<file path="src/shared/rcr_pkg.sv">
// package of register map constants and types for the channel and range register bank
package rcr_pkg;

  // ****************************************************************
  // register map
  // ****************************************************************
  // printed offsets are register indices; byte address is four times the index
  localparam logic [2:0]  IDX_CHANNEL  = 3'h3;
  localparam logic [2:0]  IDX_RANGE_A1 = 3'h4;
  localparam logic [2:0]  IDX_RANGE_A2 = 3'h5;
  localparam logic [2:0]  IDX_RANGE_B1 = 3'h6;
  localparam logic [2:0]  IDX_RANGE_B2 = 3'h7;
  localparam logic [11:0] ADDR_CHANNEL  = 12'h00C;
  localparam logic [11:0] ADDR_RANGE_A1 = 12'h010;
  localparam logic [11:0] ADDR_RANGE_A2 = 12'h014;
  localparam logic [11:0] ADDR_RANGE_B1 = 12'h018;
  localparam logic [11:0] ADDR_RANGE_B2 = 12'h01C;

  // ****************************************************************
  // fields and reset values
  // ****************************************************************
  localparam int ADDR_FIELD_LSB = 9;
  localparam int ADDR_FIELD_MSB = 15;
  localparam int RSVD_BIT       = 8;
  localparam int SEL_B_LSB      = 4;
  localparam int SEL_A_LSB      = 0;
  localparam int CH_W           = 4;
  localparam int RANGE_W        = 2;
  localparam logic [15:0] CHANNEL_RESET = 16'h0000;
  localparam logic [15:0] RANGE_RESET   = 16'h00FF;
  localparam logic [6:0]  ADDR_FIELD_RESET = 7'h00;

  // ****************************************************************
  // channel codes and test patterns
  // ****************************************************************
  localparam logic [3:0]  CH_LAST_INPUT  = 4'h7;
  localparam logic [3:0]  CH_SUPPLY_MON  = 4'h8;
  localparam logic [3:0]  CH_REG_MON     = 4'h9;
  localparam logic [3:0]  CH_SELF_TEST   = 4'hB;
  localparam logic [15:0] TEST_PATTERN_A = 16'hAAAA;
  localparam logic [15:0] TEST_PATTERN_B = 16'h5555;

  // decoded source kinds, one-hot
  typedef enum logic [3:0] {
    RCR_SRC_NONE   = 4'b0001,
    RCR_SRC_INPUT  = 4'b0010,
    RCR_SRC_MON    = 4'b0100,
    RCR_SRC_TEST   = 4'b1000
  } rcr_src_t;

  // decoded input range, one-hot
  typedef enum logic [2:0] {
    RCR_RNG_10V  = 3'b001,
    RCR_RNG_5V   = 3'b010,
    RCR_RNG_2V5  = 3'b100
  } rcr_range_t;

endpackage

</file>
<file path="src/core/rcr_bank.sv">
// register bank for the adc channel selects and input ranges, apb slave
//
// The APB register port was left to the implementer.
`timescale 1ns/1ps

module rcr_bank (
  // clock and reset
  input  wire logic        pclk,
  input  wire logic        presetn,
  // apb slave
  input  wire logic        psel,
  input  wire logic        penable,
  input  wire logic        pwrite,
  input  wire logic [11:0] paddr,
  input  wire logic [31:0] pwdata,
  input  wire logic [3:0]  pstrb,
  output logic      [31:0] prdata,
  output logic             pready,
  output logic             pslverr,
  // raw conversion results from the converters
  input  wire logic [15:0] conv_result_a,
  input  wire logic [15:0] conv_result_b,
  // channel selection towards the sequencer
  output logic      [3:0]  adc_a_chan_select,
  output logic      [3:0]  adc_b_chan_select,
  output rcr_pkg::rcr_src_t src_kind_a,
  output rcr_pkg::rcr_src_t src_kind_b,
  // results as presented to the host
  output logic      [15:0] result_a,
  output logic      [15:0] result_b,
  // range selection per input
  output logic      [15:0] range_a_codes,
  output logic      [15:0] range_b_codes,
  output rcr_pkg::rcr_range_t range_in0_a,
  output rcr_pkg::rcr_range_t range_in1_a,
  output rcr_pkg::rcr_range_t range_in2_a,
  output rcr_pkg::rcr_range_t range_in3_a
);

  // ****************************************************************
  // state
  // ****************************************************************
  // every field is a packed vector so the whole state is one packed word
  typedef struct packed {
    // bits 15:9 of the channel register and the four range registers, in index order
    logic [4:0][6:0] addr_field;
    // channel register bits 7:0: adc b select high nibble, adc a select low nibble
    logic [7:0]      chan;
    // range registers a1, a2, b1, b2, bits 7:0 each
    logic [3:0][7:0] range_cfg;
  } rcr_state_t;

  rcr_state_t st;
  rcr_state_t next_st;

  // ****************************************************************
  // decode helpers
  // ****************************************************************
  // the monitor codes and test code are the only legal codes above 7
  // reserved codes fall to none so they never reach the converter as an input number
  function automatic rcr_pkg::rcr_src_t decode_src(input logic [3:0] code);
    rcr_pkg::rcr_src_t k;
    k = rcr_pkg::RCR_SRC_NONE;
    case (code)
      rcr_pkg::CH_SUPPLY_MON,
      rcr_pkg::CH_REG_MON:   k = rcr_pkg::RCR_SRC_MON;
      rcr_pkg::CH_SELF_TEST: k = rcr_pkg::RCR_SRC_TEST;
      default: begin
        if (code <= rcr_pkg::CH_LAST_INPUT) begin
          k = rcr_pkg::RCR_SRC_INPUT;
        end
      end
    endcase
    return k;
  endfunction

  // 11 aliases 00 so an all-ones reset lands on the widest range
  // the output is one-hot so a downstream gain switch needs no decoder of its own
  function automatic rcr_pkg::rcr_range_t decode_range(input logic [1:0] code);
    rcr_pkg::rcr_range_t r;
    case (code)
      2'h1:    r = rcr_pkg::RCR_RNG_2V5;
      2'h2:    r = rcr_pkg::RCR_RNG_5V;
      default: r = rcr_pkg::RCR_RNG_10V;
    endcase
    return r;
  endfunction

  // ****************************************************************
  // apb access
  // ****************************************************************
  // decode results shared by the write path and the read mux
  logic       access;
  logic       hit;
  logic [2:0] slot;
  logic [2:0] sel_idx;
  logic [15:0] rd_word;

  // the second cycle of a transfer; with pready tied high it is also the last
  assign access = psel && penable;

  // index decode; slot 0 is the channel register, slots 1-4 the range registers
  // an offset that is not word aligned misses, since each register is one whole word
  // channel at index 3
  always_comb begin
    hit     = 1'b0;
    slot    = 3'h0;
    sel_idx = 3'h0;
    if (paddr[1:0] == 2'h0 && paddr[11:5] == 7'h00) begin
      sel_idx = paddr[4:2];
      if (sel_idx >= rcr_pkg::IDX_CHANNEL) begin
        hit  = 1'b1;
        slot = 3'(sel_idx - rcr_pkg::IDX_CHANNEL);
      end
    end
  end

  // read mux; a miss leaves slot at zero, and prdata masks it with hit anyway
  // bit 8 always reads zero, whatever was written to it
  always_comb begin
    rd_word = 16'h0000;
    if (slot == 3'h0) begin
      rd_word = {st.addr_field[0], 1'b0, st.chan};
    end else begin
      rd_word = {st.addr_field[slot], 1'b0, st.range_cfg[2'(slot - 3'h1)]};
    end
  end

  // next state: writes land at the access edge; reads need no state, the mux serves them
  always_comb begin
    next_st = st;
    // only the access phase commits a write, so a setup cycle alone changes nothing
    if (access) begin
      // a refused access leaves every register untouched
      if (hit && pwrite) begin
        // address field held from bits 15:9
        if (pstrb[1]) begin
          next_st.addr_field[slot] = pwdata[rcr_pkg::ADDR_FIELD_MSB:rcr_pkg::ADDR_FIELD_LSB];
        end
        if (pstrb[0]) begin
          if (slot == 3'h0) begin
            next_st.chan = pwdata[7:0];
          end else begin
            next_st.range_cfg[2'(slot - 3'h1)] = pwdata[7:0];
          end
        end
      end
    end
  end

  // register the state
  // asynchronous reset loads constants only, so the bank is defined before any clock
  // channel select resets to zero
  always_ff @(posedge pclk or negedge presetn) begin
    if (!presetn) begin
      st.addr_field <= {5{rcr_pkg::ADDR_FIELD_RESET}};
      st.chan       <= rcr_pkg::CHANNEL_RESET[7:0];
      st.range_cfg  <= {4{rcr_pkg::RANGE_RESET[7:0]}};
    end else begin
      st <= next_st;
    end
  end

  // zero wait state slave; read data follows the address through the access phase
  // limitation: prdata follows paddr and is not held once paddr changes, a master must take it at the edge
  assign pready  = 1'b1;
  assign pslverr = access && !hit;
  assign prdata  = hit ? {16'h0000, rd_word} : 32'h0000_0000;

  // ****************************************************************
  // channel selection and result path
  // ****************************************************************
  // channel register steers the next conversion
  // low nibble is the adc a select
  // the selects come straight from the register, so software reads back what it steered
  assign adc_a_chan_select = st.chan[rcr_pkg::SEL_A_LSB +: rcr_pkg::CH_W];
  assign adc_b_chan_select = st.chan[rcr_pkg::SEL_B_LSB +: rcr_pkg::CH_W];
  // reserved codes map to no source
  assign src_kind_a = decode_src(adc_a_chan_select);
  assign src_kind_b = decode_src(adc_b_chan_select);

  // the swap sits after the converter, so self test exercises only the result path
  // test pattern substitutes channel a result
  assign result_a = (src_kind_a == rcr_pkg::RCR_SRC_TEST) ? rcr_pkg::TEST_PATTERN_A
                                                          : conv_result_a;
  // test pattern substitutes channel b result
  assign result_b = (src_kind_b == rcr_pkg::RCR_SRC_TEST) ? rcr_pkg::TEST_PATTERN_B
                                                          : conv_result_b;

  // ****************************************************************
  // range outputs
  // ****************************************************************
  // raw codes go out whole so inputs 4-7 and the b side are decoded downstream
  // a pair of registers per adc
  assign range_a_codes = {st.range_cfg[1], st.range_cfg[0]};
  assign range_b_codes = {st.range_cfg[3], st.range_cfg[2]};
  // one decoder per field of range register a1, the same logic for every input
  rcr_pkg::rcr_range_t range_a1_dec [4];

  for (genvar gi = 0; gi < 4; gi++) begin : g_range_dec
    assign range_a1_dec[gi] =
      decode_range(st.range_cfg[0][gi*rcr_pkg::RANGE_W +: rcr_pkg::RANGE_W]);
  end

  // ports are named per input, so the array fans out by hand
  assign range_in0_a = range_a1_dec[0];
  assign range_in1_a = range_a1_dec[1];
  assign range_in2_a = range_a1_dec[2];
  assign range_in3_a = range_a1_dec[3];

endmodule

</file>
<file path="config.mk">
export PLATFORM = sky130hd
export DESIGN_NAME = rcr_bank
export DESIGN_NICKNAME = d
export VERILOG_FILES = /design/src/shared/rcr_pkg.sv /design/src/core/rcr_bank.sv
export SDC_FILE = /design/constraint.sdc
export NUM_CORES = 1
export LEC_CHECK = 0
export BUFFER_PORTS_ARGS = -buffer_cell sky130_fd_sc_hd__buf_2
export CAP_MARGIN = 20
export CORE_ASPECT_RATIO = 0.5
export CORE_MARGIN = 4
export CORE_UTILIZATION = 25
export DETAILED_ROUTE_END_ITERATION = 10
export SLEW_MARGIN = 10
export SYNTH_ARGS = -nofsm -noshare
export SYNTH_HDL_FRONTEND = slang
export SYNTH_SLANG_ARGS = --single-unit
</file>
<file path="constraint.sdc">
create_clock -name pclk -period 3.7 [get_ports pclk]
set_clock_uncertainty 0.1 [all_clocks]
set_input_delay 0.185 -clock pclk [delete_from_list [all_inputs] [get_ports pclk]]
set_output_delay 0.185 -clock pclk [all_outputs]
set_load 0.01 [all_outputs]
</file>
==> results of run 1 <==
state kept, by name, summed over array words and instances, names as in the netlist:
register,count
adc_b_chan_select,4
adc_a_chan_select,4
range_b_codes,16
st,35
range_a_codes,16
path summary, 6_finish.rpt:
check                                     start              endpoint  slack (ps)
min in group asynchronous               presetn                st[47]         340
min reg2reg                              st[42]                st[42]         400
min                                   pwdata[2]      range_a_codes[2]          50
max reg2reg                adc_b_chan_select[1]  adc_b_chan_select[1]        2770
max                                    paddr[1]            prdata[14]         250
max in group asynchronous               presetn  adc_b_chan_select[3]        2100
power by group through the flow:
stage	Sequential [W]	Clock, W	Combinational, W
2_1_floorplan	0.000836	0	0.000102
3_3_place_gp	0.000836	0	0.000185
3_5_place_dp	0.000836	0	0.000187
4_1_cts	0.000823	0.00102	0.000189
5_1_grt	0.000823	0.00105	0.000208
6_report	0.000823	0.000992	0.000187
repair_timing:
action | 4_1_cts | 5_1_grt
endpoints found under the setup margin | 0 | 0
hold buffers | 1 | 0
endpoints found under the hold margin | 31 | 0
layer usage:
layer  wire length (µm)  part of all wire, %
met5                  0                    0
met4                171                  1.3
met3                343                  2.7
met2               6780                   53
met1               5610                   43
layout make-up:
type / count / area, µm² / area share, %
tap: 234 / 293 / 5.09
inverter: 16 / 60.1 / 1.04
clock buffer: 12 / 278 / 4.83
multi-input combinational: 274 / 2170 / 37.7
sequential: 75 / 1920 / 33.3
timing repair buffer: 187 / 973 / 16.9
clock inverter: 3 / 67.6 / 1.17
stage by stage:
stage | util [%] | hold WS, ps | cells
after detailed placement | 30.5 | 176 | 785
after global routing | 32.5 | 50.7 | 801
after CTS | 32.5 | 39.2 | 801
after global placement | 30.5 | 174 | 785
final | 32.5 | 49.9 | 801
after floorplan | - | -211 | 442
logic make-up (layout without fill, tap and decap cells):
logic type	Yosys count	count (layout)
fa+ha+maj	13	13
buf+inv	93	218
compound gates	47	47
flops	75	75
other cells	2	18
simple gates	106	106
mux	90	90
cell usage in the layout, fill, tap and decap left out, types with 15 or more instances in the layout:
master	count
sky130_fd_sc_hd__dfrtp_1	43
sky130_fd_sc_hd__mux2_2	75
sky130_fd_sc_hd__inv_1	15
sky130_fd_sc_hd__dfstp_2	32
sky130_fd_sc_hd__nand2b_1	17
sky130_fd_sc_hd__and2_1	16
sky130_fd_sc_hd__nand2_1	20
sky130_fd_sc_hd__buf_2	173
sky130_fd_sc_hd__nor2_1	15
sky130_fd_sc_hd__conb_1	18
sky130_fd_sc_hd__mux2i_1	15
==> impl_summary.txt, run 1 <==
----------------------------------------------------
[STA]
  Actual transition at the worst max-transition pin ... about 1100 ps
  Post-route minimum period ... ~3500 ps
  Minimum setup slack in the final design ... around 250 ps
  Number of setup violations in the final report ... 0
  Period utilisation layout ... 93.3%
  Setup repair after global routing missed its margin ... no
  Sum of negative setup slack ... 0 ps
  Worst max-slew margin expressed relative to the limit ... around 23%
  Final-report hold violation count ... 0
  Highest achievable clock rate ... approximately 0.29 GHz
  Number of slew-limit violations in the final report ... 0

[Logic synthesis]
  Sequential cell area fraction in the yosys report ... between 40% and 50%
  Number of synthesized register bits ... 75
  Area share of the leading cell type in the synthesized netlist ... roughly a quarter
  Number of enable-type register cells in the synthesized netlist ... 0
  Combinational family with the most area after synthesis ... multiplexers
  Synth top cells by count ... 75 x sky130_fd_sc_hd__mux2_2, 58 x sky130_fd_sc_hd__buf_4, 43 x sky130_fd_sc_hd__dfrtp_1, 32 x sky130_fd_sc_hd__dfstp_2, 20 x sky130_fd_sc_hd__nand2_1
  Synth Warn # ... 0
  Post-Syn Area ... about 0.0046 mm²
  Average cell area after synthesis ... between 10 and 15 µm²
  Post-synthesis adder-cell area fraction ... under 10%
  Fraction of registers with async set/reset ... 100%
  Top cells by area in the synthesized netlist ... sky130_fd_sc_hd__dfrtp_1 23%, sky130_fd_sc_hd__mux2_2 18%, sky130_fd_sc_hd__dfstp_2 18%
  Cell taking the most area after synthesis ... sky130_fd_sc_hd__dfrtp_1
  Simple-gate area share of the yosys netlist ... roughly an eighth
  Mapped Cells ... 426
  Post-synth cell types ... 36
  Area fraction in compound gates after synthesis ... roughly 7.4%
  Cell with the most instances after synthesis ... sky130_fd_sc_hd__mux2_2
  Post-synthesis mux area share ... around 22%
  Xor/xnor cell area share of the yosys netlist ... 0%
  Flip-flop cell with the highest count after synthesis ... sky130_fd_sc_hd__dfrtp_1

[Power]
  Total design power ... roughly 0.002 W
  Leak ... ~3.0 nW
  Flop pwr share ... roughly two fifths
  Power density over the cells ... ~350 mW/mm²
  Clock power share ... approximately half
  Internal Power ... ~0.0016 W
  Switching Share ... between 20% and 30%
  Switching component of the power ... approximately 0.00044 W
  Comb power frac ... around a tenth
  Peak supply drop ... 190 µV

[Floorplan]
  Die Outline Area ... between 0.02 and 0.025 mm²
  Boundary Pins ... around 210
  Total number of placement rows ... 34
  Vertical extent of the die ... slightly above 100 µm
  Initial core utilization ... between 20% and 30%
  Die outline width ... between 150 and 200 µm
  Area inside the core boundary ... 0.0177 mm²

[Clocking]
  Number of clock buffers inserted by TritonCTS ... 9
  Post-CTS setup-driven buffer insertion count ... 0
  Count of cells resized by post-cts repair ... 0
  Count of H-tree levels built during CTS ... 3
  CTS tree ... built
  Cell chosen for the clock root ... sky130_fd_sc_hd__clkbuf_16
  Clk sink count ... 75
  Clock transition at the registers of the reported paths ... about 60 ps
  Worst-case clock buffer depth ... 2
  Clock latency on the worst-skew pair ... roughly 320 ps

[Setup path]
  Most used cell along the critical path ... sky130_fd_sc_hd__buf_2
  Peak fanout along the critical path ... 11
  Crit-path leading delay family ... simple AND/OR/NAND/NOR gates
  Buf+Inv Stages, Crit Path ... 4
  Cells traversed along the worst timing path ... buf_2, or4_4, nor4_4, inv_2, ha_1, buf_4, nor3_1, a211oi_1, buf_2
  Critical Path AT ... 3170 ps
  Startpoint type of the worst setup path ... input pin
  Required time at the endpoint of the critical path ... around 3400 ps
  Cell with the largest stage delay on the worst path ... sky130_fd_sc_hd__nor3_1
  Number of cells on the worst reg-to-reg path ... 1
  Slowest cell delay on critical path ... about 870 ps
  Number of logic stages on the critical path including buffering ... 9
  Crit path capture type ... output port
  Type of the worst setup path ... input pin to output port

[Cells and area]
  Fraction of layout cells with a size suffix above 1 ... about 55%
  Area added between synthesis and finish ... 25.5%
  Final net count ... 661
  Diode insertion count for antenna repair ... 0
  Final-layout fill cell count ... 1858
  Final Instance Area ... approximately 0.0058 mm²

[Global route]
  Met1 GRT Util ... around 15%
  Total routing resource utilization after global routing ... about 12%
  Overflow left after global routing ... 0
  Initial antenna violation count ... 0
  Number of global-route vias before repair ... around 3600
  Met2 Use GR ... 21.6%
  Busiest layer in global routing ... met2
  Global routing usage on met3 ... under 10%
  Pin count of the biggest net entering global routing ... 45
  Wire length of the first global-routing pass ... 20100 µm

[Routing]
  Average detailed-routed wire length per instance ... between 15 and 20 µm
  Post-route antenna net violation count ... 0
  Routed via count ... between 3000 and 4000
  Drc violations ... 0
  Detail-routed via count per cell ... ~4.4
  WL final ... 12900 µm
  Detailed Route Iter0 Violations ... 152
  First-pass DRT Iterations ... 4

[Place]
  Last weighted congestion value of the routability-driven placer ... about 0.77
  DPL Wire Length ... approximately 9700 µm
  Total of buffers placed on input and output ports ... approximately 170
  Post-Place Worst Slack ... 235 ps
  Instance area after placement ... 0.00540 mm²

[Flow run]
  Maxcap violations ... 0

[Run status]
  Status ... completed

[Min path]
  Type of the tightest min-delay check ... input pin to register
  Cells on Worst Hold Path ... 2

----------------------------------------------------
Note: power is estimated with default switching activity, not from simulation.
==> run 2, diff against run 1 <==
- REMOVE_ABC_BUFFERS: default -> 1
- clock period: 3.7 -> 4.05 ns (I/O delays scaled with it)
==> run 2 against run 1 <==
Compared with the run above:
- total power is 15% lower
- largest power group unchanged
- non-clock buffer count fell by 5
- worst setup slack improved by 380 ps
- sequential share of layout area rose by 0.51 points
- critical path type unchanged
- clock power down 21%
- highest routed layer unchanged
- critical path depth rose by 2
- sequential power shrank 8.7%
==> impl_summary.txt, run 2 (synthesized netlist as in run 1, its figures left out) <==
----------------------------------------------------
[Place]
  Last weighted congestion value of the routability-driven placer ... 0.771 (+0.48%)
  Instance area after placement ... 0.00536 mm² (-0.70%)
  DPL Wire Length ... 9660 µm (about the same)
  Total of buffers placed on input and output ports ... 173 (unchanged)

[Cells and area]
  Area added between synthesis and finish ... 23.6%
  Top register by number of flip-flops ... st
  Final Instance Area ... 0.00567 mm² (-1.5%)
  Commonest non-fill, non-tap cell in the layout ... sky130_fd_sc_hd__buf_2
  Reg area ... 0.00192 mm² (unchanged)
  Final-layout fill cell count ... 1817 (-2.2%)
  Top library cells by usage in the layout, fill and taps aside ... 173 x sky130_fd_sc_hd__buf_2, 75 x sky130_fd_sc_hd__mux2_2, 43 x sky130_fd_sc_hd__dfrtp_1
  Max FFs per register ... 35 (unchanged)
  Final net count ... 656 (-0.76%)
  Area occupied by multi-input gates ... 0.00217 mm² (unchanged)
  Fraction of layout cells with a size suffix above 1 ... 55.1% (-0.32 points)

[Routing]
  Detailed Route Iter0 Violations ... 187 (+23%)
  WL final ... 13000 µm (+0.98%)
  Routed via count ... 3515 (-0.65%)
  Drc violations ... 0 (unchanged)
  Average detailed-routed wire length per instance ... 16.3 µm (+1.4%)
  Post-route antenna net violation count ... 0 (unchanged)
  Detail-routed via count per cell ... 4.40 (-0.28%)
  First-pass DRT Iterations ... 4 (unchanged)

[Global route]
  Busiest layer in global routing ... met2
  Wire length of the first global-routing pass ... 20400 µm (+1.8%)
  Initial antenna violation count ... 1 (+1)
  Pin count of the biggest net entering global routing ... 46 (+2.2%)
  Met1 GRT Util ... 15.6% (+0.64 points)
  Total routing resource utilization after global routing ... 12.4% (+0.20 points)
  Global routing usage on met3 ... 2.82% (+0.45 points)
  Overflow left after global routing ... 0 (unchanged)
  Met2 Use GR ... 21.0% (-0.63 points)
  Number of global-route vias before repair ... 3651 (+0.082%)

[Setup path]
  Crit-path leading delay family ... compound AO/OA/AOI/OAI gates
  Startpoint type of the worst setup path ... input pin
  Number of logic stages on the critical path including buffering ... 11 (+2)
  Endpoint of the worst setup timing path ... prdata[11]
  Most used cell along the critical path ... sky130_fd_sc_hd__ha_1
  Reg-to-reg critical path startpoint ... adc_a_chan_select[0]
  RR Endpoint ... adc_a_chan_select[0]
  Required time at the endpoint of the critical path ... 3750 ps (+340 ps)
  Cells traversed along the worst timing path ... buf_2, ha_1, ha_1, o21bai_1, nor4_4, inv_2, ha_1, o21bai_1, o21ai_0, a211oi_1, buf_2
  Worst R2R Setup Slack ... 3130 ps (+360 ps)
  Buf+Inv Stages, Crit Path ... 3 (-1)
  Number of cells on the worst reg-to-reg path ... 1 (unchanged)
  Type of the worst setup path ... input pin to output port
  Cell with the largest stage delay on the worst path ... sky130_fd_sc_hd__o21bai_1
  Start point of the critical path ... paddr[2]
  Peak fanout along the critical path ... 20 (+9)
  Slowest cell delay on critical path ... 630 ps (-240 ps)
  Crit path capture type ... output port
  Critical Path AT ... 3120 ps (-50 ps)

[Run status]
  Status ... completed

[STA]
  Setup repair after global routing missed its margin ... no
  Period utilisation layout ... between 80% and 90%
  Actual transition at the worst max-transition pin ... 749 ps (-398 ps)
  Post-route minimum period ... 3420 ps
  Hold WS ... 62.0 ps (+12.0 ps)
  Worst max-slew margin expressed relative to the limit ... 49.7% (+27 points)
  Number of setup violations in the final report ... 0 (unchanged)
  Sum of negative setup slack ... 0 ps (unchanged)
  Final-report hold violation count ... 0 (unchanged)
  Number of slew-limit violations in the final report ... 0 (unchanged)
  Highest achievable clock rate ... a little under 0.3 GHz

[Clocking]
  CTS tree ... built
  Clock latency on the worst-skew pair ... 330 ps (about the same)
  Hold Buf Count CTS ... 1 (unchanged)
  Clk sink count ... 75 (unchanged)
  Post-CTS setup-driven buffer insertion count ... 0 (unchanged)
  Number of clock buffers inserted by TritonCTS ... 9 (unchanged)
  Worst-case clock buffer depth ... 2 (unchanged)
  Count of H-tree levels built during CTS ... 3 (unchanged)
  Count of cells resized by post-cts repair ... 0 (unchanged)
  Clock transition at the registers of the reported paths ... 70 ps (about the same)
  Cell chosen for the clock root ... sky130_fd_sc_hd__clkbuf_16

[Floorplan]
  Boundary Pins ... 211 (unchanged)
  Die Outline Area ... 0.0207 mm² (unchanged)
  Initial core utilization ... 25.9% (unchanged)
  Total number of placement rows ... 34 (unchanged)
  Die outline width ... 200 µm (unchanged)
  Area inside the core boundary ... 0.0177 mm² (unchanged)
  Vertical extent of the die ... 104 µm (unchanged)

[Flow run]
  Maxcap violations ... 0 (unchanged)

[Power]
  Internal Power ... 0.00125 W (-20%)
  Comb power frac ... 9.9% (+0.6 points)
  Total design power ... 0.00170 W (-15%)
  Leak ... 2.96 nW (-1.5%)
  Clock power share ... 45.9% (-3.7 points)
  Flop pwr share ... 44.2% (+3.1 points)
  Switching component of the power ... 0.000452 W (+2.1%)
  Power density over the cells ... 300 mW/mm² (-14%)
  Switching Share ... 26.6% (+4.5 points)
  Peak supply drop ... 169 µV (-11%)

[Min path]
  Type of the tightest min-delay check ... input pin to register

----------------------------------------------------
==> run 2: power by group through the flow <==
stage | combinational [W] | clock, W | sequential (W)
global placement | 0.000167 | 0 | 0.000764
detailed placement | 0.000169 | 0 | 0.000764
global route | 0.000191 | 0.000840 | 0.000751
floorplan | 0.0000752 | 0 | 0.000764
CTS | 0.000170 | 0.000805 | 0.000751
finish | 0.000169 | 0.000780 | 0.000751
==> run 2: worst min path at each step <==
stage / startpoint / end / slack [ps] / cells past startpoint
after detailed placement: presetn / st[73] / 170 / 2
after global routing: pwdata[15] / st[74] / 60 / 2
after floorplan: presetn / adc_a_chan_select[0] / -190 / 0
after CTS: pwdata[10] / st[55] / 50 / 2
after global placement: presetn / st[73] / 150 / 2
final: pwdata[10] / st[55] / 60 / 2
==> run 2: per-stage QoR <==
| step | cells | utilization (%) | setup WS (ps) |
|---|---|---|---|
| after detailed placement | 780 | 30.3 | 384 |
| after CTS | 797 | 32.0 | 602 |
| after floorplan | 365 | - | -377 |
| after global placement | 780 | 30.3 | 364 |
| after global routing | 798 | 32.0 | 258 |
| final | 798 | 32.0 | 632 |
==> run 2: routing by layer <==
layer | routed length [µm] | share of wire, %
met5 | 0 | 0
met4 | 251 | 1.9
met3 | 570 | 4.4
met2 | 6550 | 50
met1 | 5660 | 43
==> run 2: area by class of cell <==
| class | count | share of cell area [%] |
|---|---|---|
| multi-input cells | 274 | 38.2 |
| flip-flops and latches | 75 | 33.8 |
| repair buffers | 182 | 16.5 |
| well taps | 234 | 5.17 |
| clock buffers | 9 | 3.97 |
| clock inverters | 7 | 1.19 |
| inverters | 16 | 1.06 |
| diodes | 1 | 0.0442 |
==> run 3, diff against run 2 <==
- ABC_AREA: default -> 1
- clock period: 4.05 -> 3.3 ns (I/O delays scaled with it)
==> run 3 against run 2 <==
Compared with the run above:
- sequential power increased by 23%
- total power up 24%
- combinational power increased by 12%
- synthesized cell count up 55%
- flip-flop and latch count stayed put
- cell area up 11%
- critical path type unchanged
- critical endpoint unchanged
- highest routed layer unchanged
==> impl_summary.txt, run 3 <==
----------------------------------------------------
[Place]
  DPL Wire Length ... 11500 µm (+19%)
  Last weighted congestion value of the routability-driven placer ... 0.788 (+2.2%)
  Total of buffers placed on input and output ports ... 173 (unchanged)
  Post-Place Worst Slack ... 397 ps (+13.9 ps)

[Logic synthesis]
  Cell taking the most area after synthesis ... sky130_fd_sc_hd__dfrtp_1
  Mapped Cells ... 660 (+55%)
  Synth Warn # ... 0 (unchanged)
  Area share of the leading cell type in the synthesized netlist ... 21.1% (-2.4 points)
  Post-synthesis mux area share ... 0% (-22 points)
  Cell with the most instances after synthesis ... sky130_fd_sc_hd__nand2_1
  Post-synthesis adder-cell area fraction ... 3.19% (-0.36 points)
  Combinational family with the most area after synthesis ... simple AND/OR/NAND/NOR gates
  Number of enable-type register cells in the synthesized netlist ... 0 (unchanged)
  Top cells by area in the synthesized netlist ... sky130_fd_sc_hd__dfrtp_1 21%, sky130_fd_sc_hd__dfstp_2 16%, sky130_fd_sc_hd__nand2_1 9.2%
  Average cell area after synthesis ... 7.74 µm² (-28%)
  Simple-gate area share of the yosys netlist ... 25.2% (+12 points)
  Flip-flop cell with the highest count after synthesis ... sky130_fd_sc_hd__dfrtp_1
  Post-Syn Area ... 0.00511 mm² (+11%)
  Number of synthesized register bits ... 75 (unchanged)
  Synth top cells by count ... 125 x sky130_fd_sc_hd__nand2_1, 115 x sky130_fd_sc_hd__inv_1, 58 x sky130_fd_sc_hd__buf_4, 49 x sky130_fd_sc_hd__o21ai_0, 48 x sky130_fd_sc_hd__nor2_1
  Sequential cell area fraction in the yosys report ... 37.5% (-4.2 points)
  Post-synth cell types ... 33 (-8.3%)
  Xor/xnor cell area share of the yosys netlist ... 0% (unchanged)
  Fraction of registers with async set/reset ... 100% (unchanged)
  Area fraction in compound gates after synthesis ... 13.4% (+6.0 points)

[Floorplan]
  Die outline width ... 210 µm (+5.3%)
  Initial core utilization ... 25.8% (-0.097 points)
  Boundary Pins ... 211 (unchanged)
  Area inside the core boundary ... 0.0198 mm² (+12%)
  Die Outline Area ... 0.0229 mm² (+11%)
  Vertical extent of the die ... 109 µm (+5.1%)
  Total number of placement rows ... 36 (+5.9%)

[Cells and area]
  Commonest non-fill, non-tap cell in the layout ... sky130_fd_sc_hd__buf_2
  Final core area utilization ... 31.9% (-0.16 points)
  Fraction of layout cells with a size suffix above 1 ... 36.4% (-19 points)
  Diode insertion count for antenna repair ... 0 (-1)
  Final net count ... 904 (+38%)
  Top register by number of flip-flops ... st
  Top library cells by usage in the layout, fill and taps aside ... 172 x sky130_fd_sc_hd__buf_2, 125 x sky130_fd_sc_hd__nand2_1, 115 x sky130_fd_sc_hd__inv_1
  Max FFs per register ... 35 (unchanged)
  Area added between synthesis and finish ... 23.4%

[STA]
  Number of setup violations in the final report ... 0 (unchanged)
  Highest achievable clock rate ... 0.342 GHz
  Actual transition at the worst max-transition pin ... 644 ps (-105 ps)
  Period utilisation layout ... between 80% and 90%
  Hold WS ... 17.8 ps (-44.1 ps)
  Number of slew-limit violations in the final report ... 0 (unchanged)
  Final-report hold violation count ... 0 (unchanged)
  Minimum setup slack in the final design ... 373 ps (-259 ps)
  Setup repair after global routing missed its margin ... no
  Post-route minimum period ... just under 3000 ps
  Worst max-slew margin expressed relative to the limit ... 56.8% (+7.1 points)
  Sum of negative setup slack ... 0 ps (unchanged)

[Setup path]
  Type of the worst setup path ... input pin to output port
  Critical Path AT ... 2660 ps (-460 ps)
  Crit path capture type ... output port
  Peak fanout along the critical path ... 11 (-45%)
  Required time at the endpoint of the critical path ... 3030 ps (-720 ps)
  Startpoint type of the worst setup path ... input pin

[Clocking]
  Clk sink count ... 75 (unchanged)
  Clock latency on the worst-skew pair ... 340 ps (about the same)
  CTS tree ... built
  Number of clock buffers inserted by TritonCTS ... 9 (unchanged)
  Worst-case clock buffer depth ... 2 (unchanged)
  Count of H-tree levels built during CTS ... 3 (unchanged)
  Cell chosen for the clock root ... sky130_fd_sc_hd__clkbuf_16
  Clock transition at the registers of the reported paths ... 60 ps (about the same)

[Routing]
  Drc violations ... 0 (unchanged)
  Average detailed-routed wire length per instance ... 14.1 µm (-14%)
  Detailed Route Iter0 Violations ... 180 (-3.7%)
  WL final ... 15200 µm (+17%)
  Post-route antenna net violation count ... 0 (unchanged)
  First-pass DRT Iterations ... 4 (unchanged)
  Detail-routed via count per cell ... 4.18 (-5.1%)
  Routed via count ... 4504 (+28%)

[Flow run]
  Maxcap violations ... 0 (unchanged)

[Global route]
  Overflow left after global routing ... 0 (unchanged)
  Total routing resource utilization after global routing ... 13.1% (+0.75 points)
  Wire length of the first global-routing pass ... 23500 µm (+15%)
  Number of global-route vias before repair ... 4388 (+20%)
  Initial antenna violation count ... 0 (-1)
  Pin count of the biggest net entering global routing ... 76 (+65%)

[Run status]
  Status ... completed

[Power]
  Flop pwr share ... 43.6% (-0.6 points)
  Peak supply drop ... 218 µV (+29%)
  Leak ... 3.49 nW (+18%)
  Power density over the cells ... 336 mW/mm² (+12%)
  Comb power frac ... 9.0% (-0.9 points)
  Switching component of the power ... 0.000514 W (+14%)
  Switching Share ... 24.3% (-2.3 points)
  Total design power ... 0.00212 W (+24%)
  Internal Power ... 0.00160 W (+28%)
  Clock power share ... 47.4% (+1.5 points)

[Min path]
  Type of the tightest min-delay check ... input pin to register

----------------------------------------------------
==> run 3: changes by cell type in the layout (fill, tap and decap cells not counted), moves of 14 or more <==
cell,before,now
sky130_fd_sc_hd__and2_1,16,0
sky130_fd_sc_hd__dlygate4sd3_1,1,15
sky130_fd_sc_hd__inv_1,15,115
sky130_fd_sc_hd__mux2_2,75,0
sky130_fd_sc_hd__mux2i_1,15,0
sky130_fd_sc_hd__nand2_1,20,125
sky130_fd_sc_hd__nand2b_1,17,0
sky130_fd_sc_hd__nor2_1,15,48
sky130_fd_sc_hd__o21ai_0,7,49
sky130_fd_sc_hd__o21ai_1,0,28
sky130_fd_sc_hd__o21ai_2,0,22
sky130_fd_sc_hd__or2_2,1,16
==> run 3: cells by family after synthesis <==
logic type	count (synthesis)
other cells	2
compound gates	120
fa+ha+maj	13
buf+inv	198
simple gates	252
flops	75
==> run 3: final cells by class <==
cell class	instances	area, µm²
timing repair buffer	196	1100
clock inverter	5	52.6
inverter	121	455
sequential	75	1920
fill	2157	13500
tap	266	333
multi-input combinational	403	2200
clock buffer	11	243
==> run 3: final timing paths <==
check / startpoint / to / slack (ps) / cells after the start
max: paddr[2] / prdata[11] / 370 / 17
min: pwdata[11] / st[63] / 20 / 3
min in group asynchronous: presetn / st[67] / 200 / 2
min reg2reg: st[49] / st[49] / 380 / 2
max reg2reg: range_a_codes[4] / range_a_codes[4] / 2310 / 2
max in group asynchronous: presetn / range_b_codes[6] / 2260 / 3
==> run 3: what timing repair did <==
item	in CTS	in global routing
buffers inserted	0	0
hold buffers	15	0
resized for setup	0	0
hold endpoints to repair	84	0
==> run 3: worst max-delay path, cell delays in order <==
cell,delay [ps]
sky130_fd_sc_hd__buf_2,190
sky130_fd_sc_hd__ha_1,180
sky130_fd_sc_hd__ha_1,140
sky130_fd_sc_hd__nor2_1,50
sky130_fd_sc_hd__nand2_1,60
sky130_fd_sc_hd__inv_2,60
sky130_fd_sc_hd__nor2_8,180
sky130_fd_sc_hd__nand2_4,120
sky130_fd_sc_hd__nor2_4,110
sky130_fd_sc_hd__inv_2,40
sky130_fd_sc_hd__ha_1,250
sky130_fd_sc_hd__nand2_4,190
sky130_fd_sc_hd__o21ai_1,270
sky130_fd_sc_hd__nand2_1,130
sky130_fd_sc_hd__nand2_1,60
sky130_fd_sc_hd__a21oi_1,260
sky130_fd_sc_hd__buf_2,190
==> run 3: stage by stage <==
stage / cell area (µm²) / std cells
2_1_floorplan: 4570 / 599
6_report: 6300 / 1077
5_1_grt: 6300 / 1077
3_3_place_gp: 5830 / 1045
4_1_cts: 6270 / 1076
3_5_place_dp: 5830 / 1045
==> run 3: metal layers <==
| layer | routed length, µm | up-vias | track usage (%) |
|---|---|---|---|
| li1 | - | 2257 | - |
| met1 | 7070 | 2147 | 17.4 |
| met2 | 7360 | 83 | 22.0 |
| met3 | 566 | 17 | 3.54 |
| met4 | 187 | 0 | 2.47 |
| met5 | 0 | - | 0 |
==> run 3: power by group through the flow <==
| stage | clock (W) | sequential [W] | combinational (W) |
|---|---|---|---|
| after detailed placement | 0 | 0.000939 | 0.000173 |
| after global routing | 0.00107 | 0.000923 | 0.000212 |
| final | 0.00100 | 0.000923 | 0.000190 |
| after global placement | 0 | 0.000938 | 0.000171 |
| after floorplan | 0 | 0.000939 | 0.0000737 |
| after CTS | 0.00103 | 0.000923 | 0.000188 |
